==> config.mk <==
export PLATFORM = sky130hd
export DESIGN_NAME = wdt_top
export DESIGN_NICKNAME = d
export VERILOG_FILES = /design/src/wdt_pkg.sv /design/src/wdt_top.sv
export SDC_FILE = /design/constraint.sdc
export NUM_CORES = 1
export LEC_CHECK = 0
export ABC_AREA = 1
export BUFFER_PORTS_ARGS = -buffer_cell sky130_fd_sc_hd__buf_2
export CORE_ASPECT_RATIO = 0.6
export CORE_MARGIN = 2
export CORE_UTILIZATION = 58
export CTS_BUF_LIST = sky130_fd_sc_hd__clkbuf_8 sky130_fd_sc_hd__clkbuf_16
export DETAILED_ROUTE_END_ITERATION = 8
export PLACE_DENSITY = 0.83
export SLEW_MARGIN = 20
export SYNTH_ARGS = -nofsm -noshare
export SYNTH_HDL_FRONTEND = slang
export SYNTH_SLANG_ARGS = --single-unit
==> constraint.sdc <==
create_clock -name clock -period 4.1 [get_ports clock]
set_clock_uncertainty 0.1 [all_clocks]
set_input_delay 0 -clock clock [delete_from_list [all_inputs] [get_ports clock]]
set_output_delay 0 -clock clock [all_outputs]
set_load 0.02 [all_outputs]
==> src/wdt_pkg.sv <==
// Overview of operation
// - Retriggerable one-shot; terminal count pulses a processor core reset.
// - Timer stays idle until the first supervision instruction enables it.
// - Each later supervision instruction restarts the time-out period.
// - Counter advances on the RC oscillator, not on the crystal clock.
// - The supervision instruction updates the zero, sign and overflow flags.
// - Mode register writable only in first 120 clocks after first instruction.
// - After that window every mode register write is ignored until re-armed.
// - Mode register is write-only; reads never return its contents.
// - Stop-wake recovery keeps the mode register contents.
// - Bit 3 selects whether counting continues during stop mode.
// - Bit 2 selects whether counting continues during halt mode.
// - Bits 1:0 pick minimum time-out of 5, 10, 20 or 80 ms.
//
// Purpose: constants and types for the supervision timer.
// Assumes: one processor clock at 250 MHz; RC oscillator arrives as a plain level.
// Notes: tick counts derive from the oscillator rate parameter of the top.
package wdt_pkg;

    localparam logic [11:0] MODE_ADDR = 12'hF0F;
    localparam int MODE_STOP_BIT = 3;
    localparam int MODE_HALT_BIT = 2;
    localparam logic [3:0] MODE_RESET = 4'hD;
    localparam int WINDOW_XTAL_CLOCKS = 120;
    localparam int RC_HZ_DEFAULT = 100000;
    localparam int TIMEOUT0_MS = 5;
    localparam int TIMEOUT1_MS = 10;
    localparam int TIMEOUT2_MS = 20;
    localparam int TIMEOUT3_MS = 80;

    typedef struct packed {
        logic stop_run;
        logic halt_run;
        logic [1:0] tsel;
    } wdt_mode_type;

    typedef struct packed {
        logic we;
        logic zero;
        logic sign;
        logic overflow;
    } wdt_flags_type;

    typedef enum logic [1:0] {
        WIN_WAIT = 2'b00,
        WIN_OPEN = 2'b01,
        WIN_SHUT = 2'b11
    } wdt_win_type;

endpackage : wdt_pkg

==> src/wdt_top.sv <==
// Purpose: supervision timer with mode register writable only in its write window.
// Assumes: all inputs synchronous to clock except rc_osc; strobes are one cycle.
// Notes: stop_wake_recovery re-arms the write window but keeps the mode.
`timescale 1ns/1ps
module wdt_top
#(
    parameter int RC_HZ = wdt_pkg::RC_HZ_DEFAULT,
    parameter int CNT_W = 16
)
(
    input wire logic clock,
    input wire logic srst,
    input wire logic rc_osc,
    input wire logic instr_exec,
    input wire logic sup_instr,
    input wire logic halt_mode,
    input wire logic stop_mode,
    input wire logic stop_wake_recovery,
    input wire logic [11:0] addr,
    input wire logic [7:0] wdata,
    input wire logic wr_stb,
    input wire logic rd_stb,
    output logic [7:0] rdata,
    output logic core_reset,
    output wdt_pkg::wdt_flags_type flags,
    output logic timer_enabled
);
    import wdt_pkg::*;

    // Synchroniser depth; only the last two stages feed the edge detector
    localparam int SYNC_DEPTH = 3;
    localparam logic [7:0] WIN_LAST = 8'(WINDOW_XTAL_CLOCKS - 1);

    // Least times round up to whole oscillator ticks
    function automatic logic [CNT_W-1:0] ticks(input int ms);
        ticks = CNT_W'((RC_HZ * ms + 999) / 1000);
    endfunction : ticks

    // Register port decode, shared by the write and read paths
    function automatic logic is_mode_addr(input logic [11:0] a);
        is_mode_addr = (a == MODE_ADDR);
    endfunction : is_mode_addr

    // Taps fixed at elaboration, so no divider is built
    localparam logic [CNT_W-1:0] LIMIT0 = ticks(TIMEOUT0_MS);
    localparam logic [CNT_W-1:0] LIMIT1 = ticks(TIMEOUT1_MS);
    localparam logic [CNT_W-1:0] LIMIT2 = ticks(TIMEOUT2_MS);
    localparam logic [CNT_W-1:0] LIMIT3 = ticks(TIMEOUT3_MS);

    wdt_mode_type mode_q, mode_d;
    wdt_win_type win_q, win_d;
    logic [7:0] win_cnt_q, win_cnt_d;
    logic en_q, en_d;
    logic [CNT_W-1:0] cnt_q, cnt_d;
    logic [SYNC_DEPTH-1:0] rc_sync_q;
    logic rst_q, rst_d;
    wdt_flags_type flags_q, flags_d;
    logic [7:0] rdata_q, rdata_d;
    logic [CNT_W-1:0] limit;
    logic tick;
    logic halt_block;
    logic stop_block;
    logic run;
    logic mode_hit;
    logic mode_wr;
    logic mode_rd;

    // oscillator synchroniser
    // Shift chain: only stage 1 reads stage 0, which may be metastable
    always_ff @(posedge clock)
    begin
        rc_sync_q <= {rc_sync_q[SYNC_DEPTH-2:0], rc_osc};
    end

    // oscillator edges
    // Counting runs on clock; the oscillator only paces it
    assign tick = rc_sync_q[SYNC_DEPTH-2] & ~rc_sync_q[SYNC_DEPTH-1];

    always_comb
    begin
        case (mode_q.tsel)
            2'b00: limit = LIMIT0;
            2'b01: limit = LIMIT1;
            2'b10: limit = LIMIT2;
            default: limit = LIMIT3;
        endcase
    end

    assign halt_block = halt_mode & ~mode_q.halt_run;

    assign stop_block = stop_mode & ~mode_q.stop_run;

    assign run = en_q & ~halt_block & ~stop_block;

    // Address decode
    always_comb
    begin
        if (is_mode_addr(addr))
            mode_hit = 1'b1;
        else
            mode_hit = 1'b0;
    end

    assign mode_wr = wr_stb & mode_hit & (win_q == WIN_OPEN);
    assign mode_rd = rd_stb & is_mode_addr(addr);

    // Write window
    always_comb
    begin
        win_d = win_q;
        win_cnt_d = win_cnt_q;
        case (win_q)
            WIN_WAIT:
            begin
                win_cnt_d = 8'h00;
                if (instr_exec)
                    win_d = WIN_OPEN;
            end
            WIN_OPEN:
            begin
                win_cnt_d = win_cnt_q + 8'h01;
                if (win_cnt_q == WIN_LAST)
                    win_d = WIN_SHUT;
            end
            default:
            begin
                win_cnt_d = win_cnt_q;
                win_d = WIN_SHUT;
            end
        endcase
        if (stop_wake_recovery)
            win_d = WIN_WAIT;
        // Core reset restarts the window like power-on
        if (rst_q)
            win_d = WIN_WAIT;
    end

    // Mode register
    always_comb
    begin
        mode_d = mode_q;
        // Reserved upper bits are not stored
        if (mode_wr)
            mode_d = wdt_mode_type'(wdata[3:0]);
        // Only a core reset, not a recovery, restores the default
        if (rst_q)
            mode_d = wdt_mode_type'(MODE_RESET);
    end

    // Timer and core reset
    always_comb
    begin
        en_d = en_q;
        cnt_d = cnt_q;
        rst_d = 1'b0;
        if (sup_instr)
        begin
            en_d = 1'b1;
            // restart period
            // Restart beats a tick in the same cycle, so a late refresh still counts
            cnt_d = '0;
        end
        else if (run && tick)
        begin
            if (cnt_q >= limit - CNT_W'(1))
            begin
                rst_d = 1'b1;
                cnt_d = '0;
            end
            else
                cnt_d = cnt_q + CNT_W'(1);
        end
        // One-shot: the pulse disarms the timer until the next instruction
        if (rst_q)
        begin
            en_d = 1'b0;
            cnt_d = '0;
        end
    end

    // flag update
    // Flag values are a chosen constant; only the strobe marks the update
    always_comb
    begin
        flags_d = '0;
        if (sup_instr)
        begin
            flags_d.we = 1'b1;
            flags_d.zero = 1'b0;
            flags_d.sign = 1'b0;
            flags_d.overflow = 1'b0;
        end
    end

    // mode register never readable
    // Unmapped reads also return zero, so nothing leaks the mode
    always_comb
    begin
        rdata_d = 8'h00;
        if (mode_rd)
            rdata_d = 8'h00;
    end

    // Window state
    always_ff @(posedge clock)
    begin
        if (srst)
        begin
            win_q <= WIN_WAIT;
            win_cnt_q <= 8'h00;
        end
        else
        begin
            win_q <= win_d;
            win_cnt_q <= win_cnt_d;
        end
    end

    // Mode state
    always_ff @(posedge clock)
    begin
        if (srst)
        begin
            mode_q <= wdt_mode_type'(MODE_RESET);
        end
        else
        begin
            mode_q <= mode_d;
        end
    end

    // Timer state
    always_ff @(posedge clock)
    begin
        if (srst)
        begin
            en_q <= 1'b0;
            cnt_q <= '0;
        end
        else
        begin
            en_q <= en_d;
            cnt_q <= cnt_d;
        end
    end

    // Core reset pulse
    always_ff @(posedge clock)
    begin
        if (srst)
        begin
            rst_q <= 1'b0;
        end
        else
        begin
            rst_q <= rst_d;
        end
    end

    // Flag state
    always_ff @(posedge clock)
    begin
        if (srst)
        begin
            flags_q <= '0;
        end
        else
        begin
            flags_q <= flags_d;
        end
    end

    // Read data
    always_ff @(posedge clock)
    begin
        if (srst)
        begin
            rdata_q <= 8'h00;
        end
        else
        begin
            rdata_q <= rdata_d;
        end
    end

    assign rdata = rdata_q;
    assign core_reset = rst_q;
    assign flags = flags_q;
    assign timer_enabled = en_q;

endmodule : wdt_top

# Word-level counts from Yosys, hierarchy flattened
# Cells that the tools add are included.
# op_classes
addsub	3
n_lt_le_gt_ge	1
n_eq_ne	7
muxes	9
bitwise	13
reduce_logical	9
# op_table
cell	count
$pmux 13 s3	1
$add 16x1->16 const B	1
$ge 16x16->1	1
$mux 16	1
$pmux 8 s2	1
$sub 16x1->16 const B	1
$eq 12x12->1 const B	1
$reduce_or 3->1	3
$add 8x1->8 const B	1
$eq 8x7->1 const B	1
$and 1x1->1	7
$not 1->1	6
$eq 2x1->1 const B	2
$logic_not 2->1	2
$mux 2	2
$mux 4	1
$pmux 2 s2	1
$eq 2x2->1 const B	1
$mux 1	2
$ne 2x1->1 const B	1
$ne 2x2->1 const B	1
$reduce_and 2->1	1
$reduce_bool 2->1	1
$reduce_or 2->1	1
$logic_and 1x1->1	1
# totals
reg_bits	39
in_bits	30
out_inout_bits	14

# Longest topological paths before layout
# Gate-level depths: netlist of run 1.
# depth
depth_word	8
ltp_mapped	14
mapped_depth_nobuf	13

# Worst setup path before layout of run 1
# OpenSTA, ideal clock, no wires.
# synth_timing
path_type	reg2reg
from	register mode_q[0] (netlist name)
to	register cnt_q[2]
t_arrival_ns	1.856
path_slack_ns	2.082
stages_incl_launch_ff	14
path_buffers	1
cell_sequence	dfxtp_1 > inv_1 > ha_1 > xor2_1 > ha_1 > or2_0 > nand3_1 > nand2_1 > nand2_1 > nand2_1 > nand2_1 > nand2_2 > buf_6 > nor2_2
# synth_between
elab_chain_len	5
elab_cells_between_ends	7
classes_between	add/sub (1); order compare (1); eq/ne (2); mux (2); reduce/logical (1)
# synth_lines
element	line	rtl
from (decl)	wdt_top.sv:50	wdt_mode_type mode_q, mode_d;
from (signal assigned)	wdt_top.sv:224	mode_q <= wdt_mode_type'(MODE_RESET);
from (signal assigned)	wdt_top.sv:228	mode_q <= mode_d;
$eq 2x2->1, or another cell as far along	wdt_top.sv:81	case (mode_q.tsel)
$pmux 13 s3 *	wdt_top.sv:81	
$sub 16x1->16 *	wdt_top.sv:165	if (cnt_q >= limit - CNT_W'(1))
$ge 16x16->1 *	wdt_top.sv:165	
$mux 16 *	wdt_top.sv:165	
to (signal assigned)	wdt_top.sv:243	cnt_q <= cnt_d;
to (decl)	wdt_top.sv:54	logic [CNT_W-1:0] cnt_q, cnt_d;
# Every way passes the cells marked *; elsewhere a longest branch is shown, timed or not.
# A chain may end at the register's enable or synchronous reset.

# Worst setup path after layout of run 1
# layout_timing
from	register mode_q[0] (netlist name)
to	register cnt_q[5]
# The elaborated chain is that of the path after synthesis.

==> results.json, run 1 <==
{
  "seqPwrFrac": 0.537,
  "dominantRegCellSynth": "dfxtp_1",
  "die_w_um": 80.6,
  "switchingPower_uw": 156,
  "seqCellArea_um2": 721,
  "clkSinkCount": 36,
  "gp_congestion": 0.882,
  "antenna_found_initial": 0,
  "min_path_type": "in2reg",
  "drive_above_1_share": 0.174,
  "core_area_um2": 3300,
  "cp-start-kind": "flop",
  "first_pass_iters": 4,
  "p_per_area_nw_per_um2": 278,
  "clk_path_buf_depth": 2,
  "fin_cells": 367,
  "die_h_um": 49.9,
  "wl_met1_mm": 2.15,
  "irDropWorstVdd_uv": 310,
  "cts.htree.levels": 2,
  "switching_share": 0.235,
  "drv_slew": 0,
  "crit_type": "reg2reg",
  "holdWs_ns": 0.0533,
  "internal_power_uw": 509,
  "p_total_uw": 665,
  "yosysSeqAreaShare": 0.353,
  "n_antenna_cell": 0,
  "synth_largest_area_cell": "dfxtp_1",
  "fillers": 275,
  "cap_violations": 0,
  "num_rows": 16,
  "worstPathArrival_ns": 2.51,
  "dp_cells": 346,
  "drc": 0,
  "worstSetupEndpointType": "flop",
  "cp.required_ns": 4.21,
  "status": "complete, no violations",
  "hold_viol_final": 0,
  "ys_warn_count": 0,
  "dpl.hpwl_mm": 3.17,
  "fmax_mhz": 416,
  "synth_cells": 276,
  "cts_tree": "built",
  "wl_met3_um": 454,
  "synth-seq-cells": 36,
  "synth_top_area_frac": 0.353,
  "ys_top_cells_by_count": "nand2_1 (61), nor2_1 (39), dfxtp_1 (36)",
  "synth.most_common_cell": "nand2_1",
  "grt_usage": 0.249,
  "dieArea_um2": 4020,
  "root_buffer": "clkbuf_8",
  "clk_pin_slew_worst_paths_ns": 0.07,
  "routed.top_layer": "met4",
  "ant_nets": 0,
  "p_comb_frac": 0.079,
  "synth.area.top_cells": "dfxtp_1 (35%), nand2_1 (11%), ha_1 (11%)",
  "synth_area_um2": 2040,
  "async_flop_share": 0,
  "syn_area_per_cell_um2": 7.39,
  "vias": 1804,
  "grt-ovfl-total": 0,
  "via_per_inst": 4.92,
  "clk_latency_ns": 0.28,
  "grt_pass1_vias": 1704,
  "ctsResizeCount": 0,
  "initial_core_util": 0.617,
  "setup_viol": 0,
  "ys_types": 33,
  "multi_input_area_um2": 1140,
  "fin_crit_sh": 0.587,
  "layout.nets": 369,
  "crit_path_max_fanout": 14,
  "power.leakage_nw": 1.13,
  "fin_setup_tns_ns": 0,
  "fin_crit_ns": 2.41,
  "clock_power_share": 0.384,
  "wire_per_inst_um": 12.2,
  "syn_to_final_growth_pct": 17.5,
  "numCtsBuffers": 5,
  "dr_wl_met2_mm": 1.85,
  "rsz0062_at_grt": "no",
  "drtIter0Drc": 125,
  "grt_pass1_wl_mm": 7.55,
  "num_io_pins": 44,
  "synth_edf_count": 0,
  "grt_max_degree": 15,
  "port_buffers": 27,
  "wl_mm": 4.48
}
## state kept, by name, indices dropped and copies added, names as in the netlist
| name | flops |
|---|---|
| rc_sync_q | 3 |
| win_cnt_q | 8 |
| timer_enabled | 1 |
| cnt_q | 16 |
| mode_q | 4 |
| win_q | 2 |
| core_reset | 1 |
| flags | 1 |
## through the flow
step	utilization	cell area (um2)	worst slack [ns]
after floorplan	-	2080	2.08
after global placement	0.658	2170	1.83
after detailed placement	0.658	2170	1.78
after CTS	0.726	2400	1.70
after global routing	0.726	2400	1.45
final	0.726	2400	1.69
## area by class of cell
type / count / area share
tap: 45 / 0.0235
multi-input combinational: 205 / 0.475
timing repair buffer: 40 / 0.111
sequential: 36 / 0.301
inverter: 33 / 0.0517
clock inverter: 2 / 0.00418
clock buffer: 6 / 0.0344
## power by group through the flow
| stage | clock, mW | sequential, mW | combinational, mW |
|---|---|---|---|
| after global placement | 0 | 0.365 | 0.0427 |
| after floorplan | 0 | 0.366 | 0.0338 |
| after CTS | 0.260 | 0.357 | 0.0514 |
| after detailed placement | 0 | 0.365 | 0.0433 |
| final | 0.255 | 0.357 | 0.0526 |
| after global routing | 0.272 | 0.358 | 0.0584 |
## worst max-delay path, stage by stage, from the launching register on
cell     delay, ns
dfxtp_1       0.40
inv_1         0.12
ha_1          0.24
xor2_1        0.17
ha_1          0.28
or2_0         0.24
nand3_1       0.09
nand2_1       0.08
nand2_1       0.06
nand2_1       0.04
nand2_1       0.10
nand2_2       0.25
nor2_1        0.17
## logic make-up (layout without fill, tap and decap cells)
kind of cell	count (synthesis)	after routing	share of synthesized area
other cells	1	11	0.00184
xor+xnor	10	10	0.0429
fa+ha+maj	18	18	0.110
compound gates	19	19	0.0540
simple gates	147	147	0.331
flops	36	36	0.353
buf+inv	45	81	0.107
## cells in the final DEF, fill, tap and decap left out, drive strengths merged
cell         count
o22ai            1
inv             32
ha              18
dfxtp           36
nand3b           1
a31oi            1
a21oi           10
nor2            52
dlygate4sd3     13
nand4            5
nor4             1
clkbuf           6
o21a             1
xor2             9
buf             27
a221oi           1
xnor2            1
nand2           64
a31o             1
nor3             3
nor3b            1
o21ai            3
or2              2
clkinv           3
nand3           18
conb            11
a211oi           1
## per-layer routing
layer  vias to the layer above  GRT usage
li1                        939          -
met1                       790      0.350
met2                        73      0.369
met3                         2     0.0733
met4                         0     0.0734
met5                         -          0
## repair_timing
item	4_1_cts	5_1_grt
buffers inserted	0	0
hold buffers	13	0
hold endpoints to repair	14	0
## path summary, 6_finish.rpt
path	from	to	slack, ns	depth (start not counted)
hold / removal	addr[6]	mode_q[1]$_SDFFE_PP0P_	0.05	5
setup reg to reg	mode_q[0]$_SDFFE_PP1P_	cnt_q[5]$_SDFFE_PP0P_	1.69	12
hold reg to reg	rc_sync_q[0]$_DFF_P_	rc_sync_q[1]$_DFF_P_	0.23	0
setup / recovery	mode_q[0]$_SDFFE_PP1P_	cnt_q[5]$_SDFFE_PP0P_	1.69	12
(Power assumes the default switching activity.)
==> inputs of run 2 (changes only) <==
- CORE_UTILIZATION: 58 -> 49
- PLACE_DENSITY: 0.83 -> 0.75
- clock period: 4.1 -> 2 ns (I/O delays scaled with it)
==> results.json, run 2 (synthesis results as in run 1) <==
{
  "crit_path_max_fanout": 7,
  "fin_crit_sh": 1.02,
  "fin_crit_ns": 2.04,
  "dpl.hpwl_mm": 3.22,
  "root_buffer": "clkbuf_8",
  "drtIter0Drc": 108,
  "grt_pass1_wl_mm": 7.72,
  "first_pass_iters": 4,
  "switchingPower_uw": 350,
  "n_antenna_cell": 0,
  "min_path_type": "in2reg",
  "placed_area_um2": 2280,
  "drive_above_1_share": 0.259,
  "cp-start-kind": "flop",
  "layout_setup_ws_ns": -0.0430,
  "seqPwrFrac": 0.521,
  "die_w_um": 87.3,
  "largestRegisters": "cnt_q x16, win_cnt_q x8, mode_q x4",
  "finalCoreUtilization": 0.656,
  "antenna_found_initial": 0,
  "drc": 0,
  "failed_checks": "setup timing",
  "final_common_cell": "nand2_1",
  "worstSetupEndpointType": "flop",
  "routed.top_layer": "met4",
  "crit_path_cell_trace": "inv_4, ha_4, xor2_1, ha_1, or2_0, nand3_1, nand2_1, nand2_1, nand2_1, nand2_2, nand2_4, buf_12, nor2_1",
  "switching_share": 0.250,
  "gp_congestion": 0.846,
  "crit_slowest_cell": "dfxtp_4",
  "via_per_inst": 4.88,
  "clk_latency_ns": 0.30,
  "largest_register_ff_count": 16,
  "fmax_mhz": 489,
  "num_io_pins": 44,
  "p_comb_frac": 0.087,
  "die_h_um": 54.0,
  "cts.htree.levels": 2,
  "num_rows": 18,
  "grt_max_degree": 12,
  "rsz0062_at_grt": "yes",
  "wl_met3_um": 285,
  "crit_type": "reg2reg",
  "cp_top_family": "simple AND/OR/NAND/NOR gates",
  "wl_mm": 4.72,
  "cp_common_cell": "nand2_1",
  "hold_viol_final": 0,
  "cp.required_ns": 2.13,
  "layout.nets": 383,
  "status": "finished, violations left",
  "clock_power_share": 0.392,
  "power.leakage_nw": 1.20,
  "numCtsBuffers": 5,
  "worstPathBufferInverterCount": 2,
  "final_cell_area_um2": 2660,
  "port_buffers": 27,
  "core_area_um2": 4050,
  "wire_per_inst_um": 12.2,
  "vias": 1885,
  "dr_wl_met2_mm": 1.98,
  "internal_power_mw": 1.05,
  "cpPeakStageDelay_ns": 0.39,
  "irDropWorstVdd_uv": 346,
  "reg2reg_slack_ns": -0.04,
  "cap_violations": 0,
  "clkSinkCount": 36,
  "cts_tree": "built",
  "setup_viol": 13,
  "ant_nets": 0,
  "final_cell_mix": "nand2_1 (60), nor2_1 (37), dfxtp_1 (33), inv_1 (27), buf_2 (27)",
  "grt_pass1_vias": 1686,
  "grt_usage": 0.218,
  "p_total_mw": 1.40,
  "place_ws_ns": -0.112,
  "p_per_area_nw_per_um2": 527,
  "dieArea_um2": 4710,
  "initial_core_util": 0.503,
  "top_register": "cnt_q",
  "drv_slew": 0,
  "wl_met1_mm": 2.36,
  "syn_to_final_growth_pct": 30.4,
  "clk_pin_slew_worst_paths_ns": 0.08,
  "grt-ovfl-total": 0,
  "worstPathArrival_ns": 2.18,
  "clk_path_buf_depth": 2
}
## run 2: changes by cell type in the layout (fill, tap and decap cells not counted), moves of 2 or more
cell / before / now
buf_4: 0 / 11
a21oi_1: 10 / 8
ha_4: 0 / 6
dfxtp_2: 0 / 2
ha_2: 0 / 2
ha_1: 18 / 10
nor2_1: 39 / 37
a21oi_2: 0 / 2
dfxtp_1: 36 / 33
clkinv_2: 2 / 0
## run 2: path summary, 6_finish.rpt
path | start | endpoint | cells past startpoint
hold / removal | addr[7] | mode_q[1]$_SDFFE_PP0P_ | 5
hold reg to reg | rc_sync_q[0]$_DFF_P_ | rc_sync_q[1]$_DFF_P_ | 0
setup reg to reg | mode_q[0]$_SDFFE_PP1P_ | cnt_q[7]$_SDFFE_PP0P_ | 13
setup / recovery | mode_q[0]$_SDFFE_PP1P_ | cnt_q[7]$_SDFFE_PP0P_ | 13
## run 2: area by class of cell
class                      instances  area [um2]
tap                               50        62.6
timing repair buffer              54         407
clock inverter                     2        11.3
inverter                          33         126
sequential                        36         727
clock buffer                       6        82.6
fill                             352        1390
multi-input combinational        205        1240
## run 2: repair_timing
item / CTS / global route
resized for setup: 18 / 8
setup endpoints to repair: 14 / 17
pin swaps: 9 / 4
hold buffers: 13 / 0
hold endpoints to repair: 14 / 0
buffers inserted: 1 / 1
cloned: 1 / 0
## run 2: metrics by stage
| stage | setup TNS, ns | hold WS [ns] | instances |
|---|---|---|---|
| global placement | -0.168 | 0.00530 | 362 |
| detailed placement | -1.27 | 0.00406 | 362 |
| floorplan | 0 | -0.0723 | 286 |
| finish | -0.155 | 0.0728 | 386 |
| CTS | -0.00331 | 0.0591 | 385 |
| global route | -2.08 | 0.117 | 386 |
## run 2: power groups by stage
stage | sequential, mW | combinational (mW) | clock, mW
2_1_floorplan | 0.750 | 0.0693 | 0
6_report | 0.731 | 0.121 | 0.551
3_3_place_gp | 0.749 | 0.0942 | 0
5_1_grt | 0.732 | 0.134 | 0.593
3_5_place_dp | 0.748 | 0.0955 | 0
4_1_cts | 0.730 | 0.119 | 0.559
## run 2: per-layer routing
layer  global-route usage  vias up
li1                     -      974
met1                0.297      840
met2                0.335       61
met3               0.0613       10
met4               0.0718        0
met5                    0        -
## run 2: worst register-to-register path: stages (launching register included)
cell and delay [ns]:
dfxtp_4 0.39, inv_4 0.05, ha_4 0.16, xor2_1 0.16, ha_1 0.26, or2_0 0.20, nand3_1 0.08, nand2_1 0.06
nand2_1 0.06, nand2_1 0.06, nand2_2 0.09, nand2_4 0.08, buf_12 0.15, nor2_1 0.10
==> inputs of run 3 (changes only) <==
- MAX_ROUTING_LAYER: unset -> met4
- PLACE_DENSITY: 0.75 -> 0.77
==> results.json, run 3 (synthesis results as in run 1) <==
{
  "status": "finished, violations left",
  "failed_checks": "setup timing",
  "top_register": "cnt_q",
  "clk_pin_slew_worst_paths_ns": 0.07,
  "cts.htree.levels": 2,
  "antenna_found_initial": 0,
  "holdWs_ns": 0.0660,
  "gp_congestion": 0.907,
  "vias": 1874,
  "min_path_type": "in2reg",
  "irDropWorstVdd_uv": 441,
  "drv_slew": 0,
  "first_pass_iters": 4,
  "drc": 0,
  "final_cell_mix": "nand2_1 (59), dfxtp_1 (34), nor2_1 (33), inv_1 (27), buf_2 (27)",
  "p_per_area_nw_per_um2": 495,
  "hold_path_depth": 5,
  "largestRegisters": "cnt_q x16, win_cnt_q x8, mode_q x4",
  "dp_cells": 361,
  "final_common_cell": "nand2_1",
  "ant_nets": 0,
  "grt_pass1_wl_mm": 7.69,
  "rsz0062_at_grt": "yes",
  "wire_per_inst_um": 12.3,
  "layout.nets": 382,
  "fillers": 317,
  "power.leakage_nw": 1.20,
  "hold_viol_final": 0,
  "root_buffer": "clkbuf_8",
  "dpl.hpwl_mm": 3.28,
  "cp-start-kind": "flop",
  "fin_crit_sh": 1.04,
  "fin_cells": 384,
  "grt_usage": 0.221,
  "num_io_pins": 44,
  "via_per_inst": 4.88,
  "initial_core_util": 0.503,
  "clk_path_buf_depth": 2,
  "reg2regPathDepth": 13,
  "largest_register_ff_count": 16,
  "cp.required_ns": 2.12,
  "layout_setup_ws_ns": -0.0855,
  "crit_type": "reg2reg",
  "grt-ovfl-total": 0,
  "placed_area_um2": 2270,
  "clk_latency_ns": 0.28,
  "worstSetupEndpointType": "flop",
  "core_area_um2": 4050,
  "die_h_um": 54.0,
  "fin_crit_ns": 2.09,
  "fmax_mhz": 480,
  "n_antenna_cell": 0,
  "setup_viol": 15,
  "die_w_um": 87.3,
  "cts_tree": "built",
  "cap_violations": 0,
  "num_rows": 18,
  "wl_mm": 4.74,
  "grt_pass1_vias": 1754,
  "drtIter0Drc": 71,
  "drive_above_1_share": 0.272,
  "grt_max_degree": 15,
  "dieArea_um2": 4710,
  "clkSinkCount": 36,
  "final_cell_area_um2": 2690,
  "syn_to_final_growth_pct": 31.9,
  "numCtsBuffers": 5,
  "crit_path_max_fanout": 7,
  "port_buffers": 27,
  "worstPathArrival_ns": 2.20
}
-- run 3: what timing repair did --
item                                    4_1_cts  5_1_grt
pin swaps                                     0        6
endpoints found under the setup margin       15       18
gates cloned                                  0        1
hold endpoints to repair                     13        0
gates resized for setup                      13       24
hold buffers                                 13        0
setup buffers                                 1        1
-- run 3: metrics by stage --
stage                     TNS, ns  utilization  power [mW]  setup WS [ns]
after CTS                 -0.0857        0.626        1.33        -0.0196
after global routing        -2.26        0.664        1.40         -0.170
final                       -1.01        0.664        1.33        -0.0855
after floorplan                 0            -       0.820      0.0000806
after global placement     -0.282        0.560       0.840        -0.0347
after detailed placement    -1.74        0.560       0.842         -0.137
-- run 3: worst max-delay path: stages, from the launching register on --
cell and delay (ns):
dfxtp_2 0.36, inv_2 0.06, ha_4 0.17, xor2_2 0.17, ha_1 0.27, or2_0 0.19
nand3_1 0.09, nand2_1 0.07, nand2_1 0.06, nand2_1 0.06, nand2_2 0.09, nand2_4 0.07
clkbuf_16 0.17, nor2_2 0.07
-- run 3: area by class of cell --
class	instances	area, um2	area share
sequential	36	726	0.270
clock buffer	5	68.8	0.0256
multi-input combinational	205	1300	0.484
timing repair buffer	53	397	0.147
clock inverter	2	8.76	0.00326
tap	50	62.6	0.0233
inverter	33	126	0.0470
-- run 3: layer usage --
| metal | wire, um | vias up | GRT usage |
|---|---|---|---|
| met5 | 0 | - | - |
| met4 | 23 | 0 | 0.0513 |
| met3 | 210 | 2 | 0.0506 |
| met2 | 2260 | 46 | 0.367 |
| met1 | 2240 | 855 | 0.278 |
| li1 | - | 971 | - |
-- run 3: report_power, final --
group	switching (mW)	internal, mW	leakage [nW]	total (mW)
clock	0.246	0.232	0.0452	0.478
sequential	0.00657	0.724	0.292	0.731
combinational	0.0701	0.0529	0.860	0.123
-- run 3: final timing paths --
kind / end / startpoint / slack (ns)
min: mode_q[1]$_SDFFE_PP0P_ / addr[7] / 0.07
min reg2reg: rc_sync_q[1]$_DFF_P_ / rc_sync_q[0]$_DFF_P_ / 0.23
max: cnt_q[1]$_SDFFE_PP0P_ / mode_q[0]$_SDFFE_PP1P_ / -0.09
max reg2reg: cnt_q[1]$_SDFFE_PP0P_ / mode_q[0]$_SDFFE_PP1P_ / -0.09
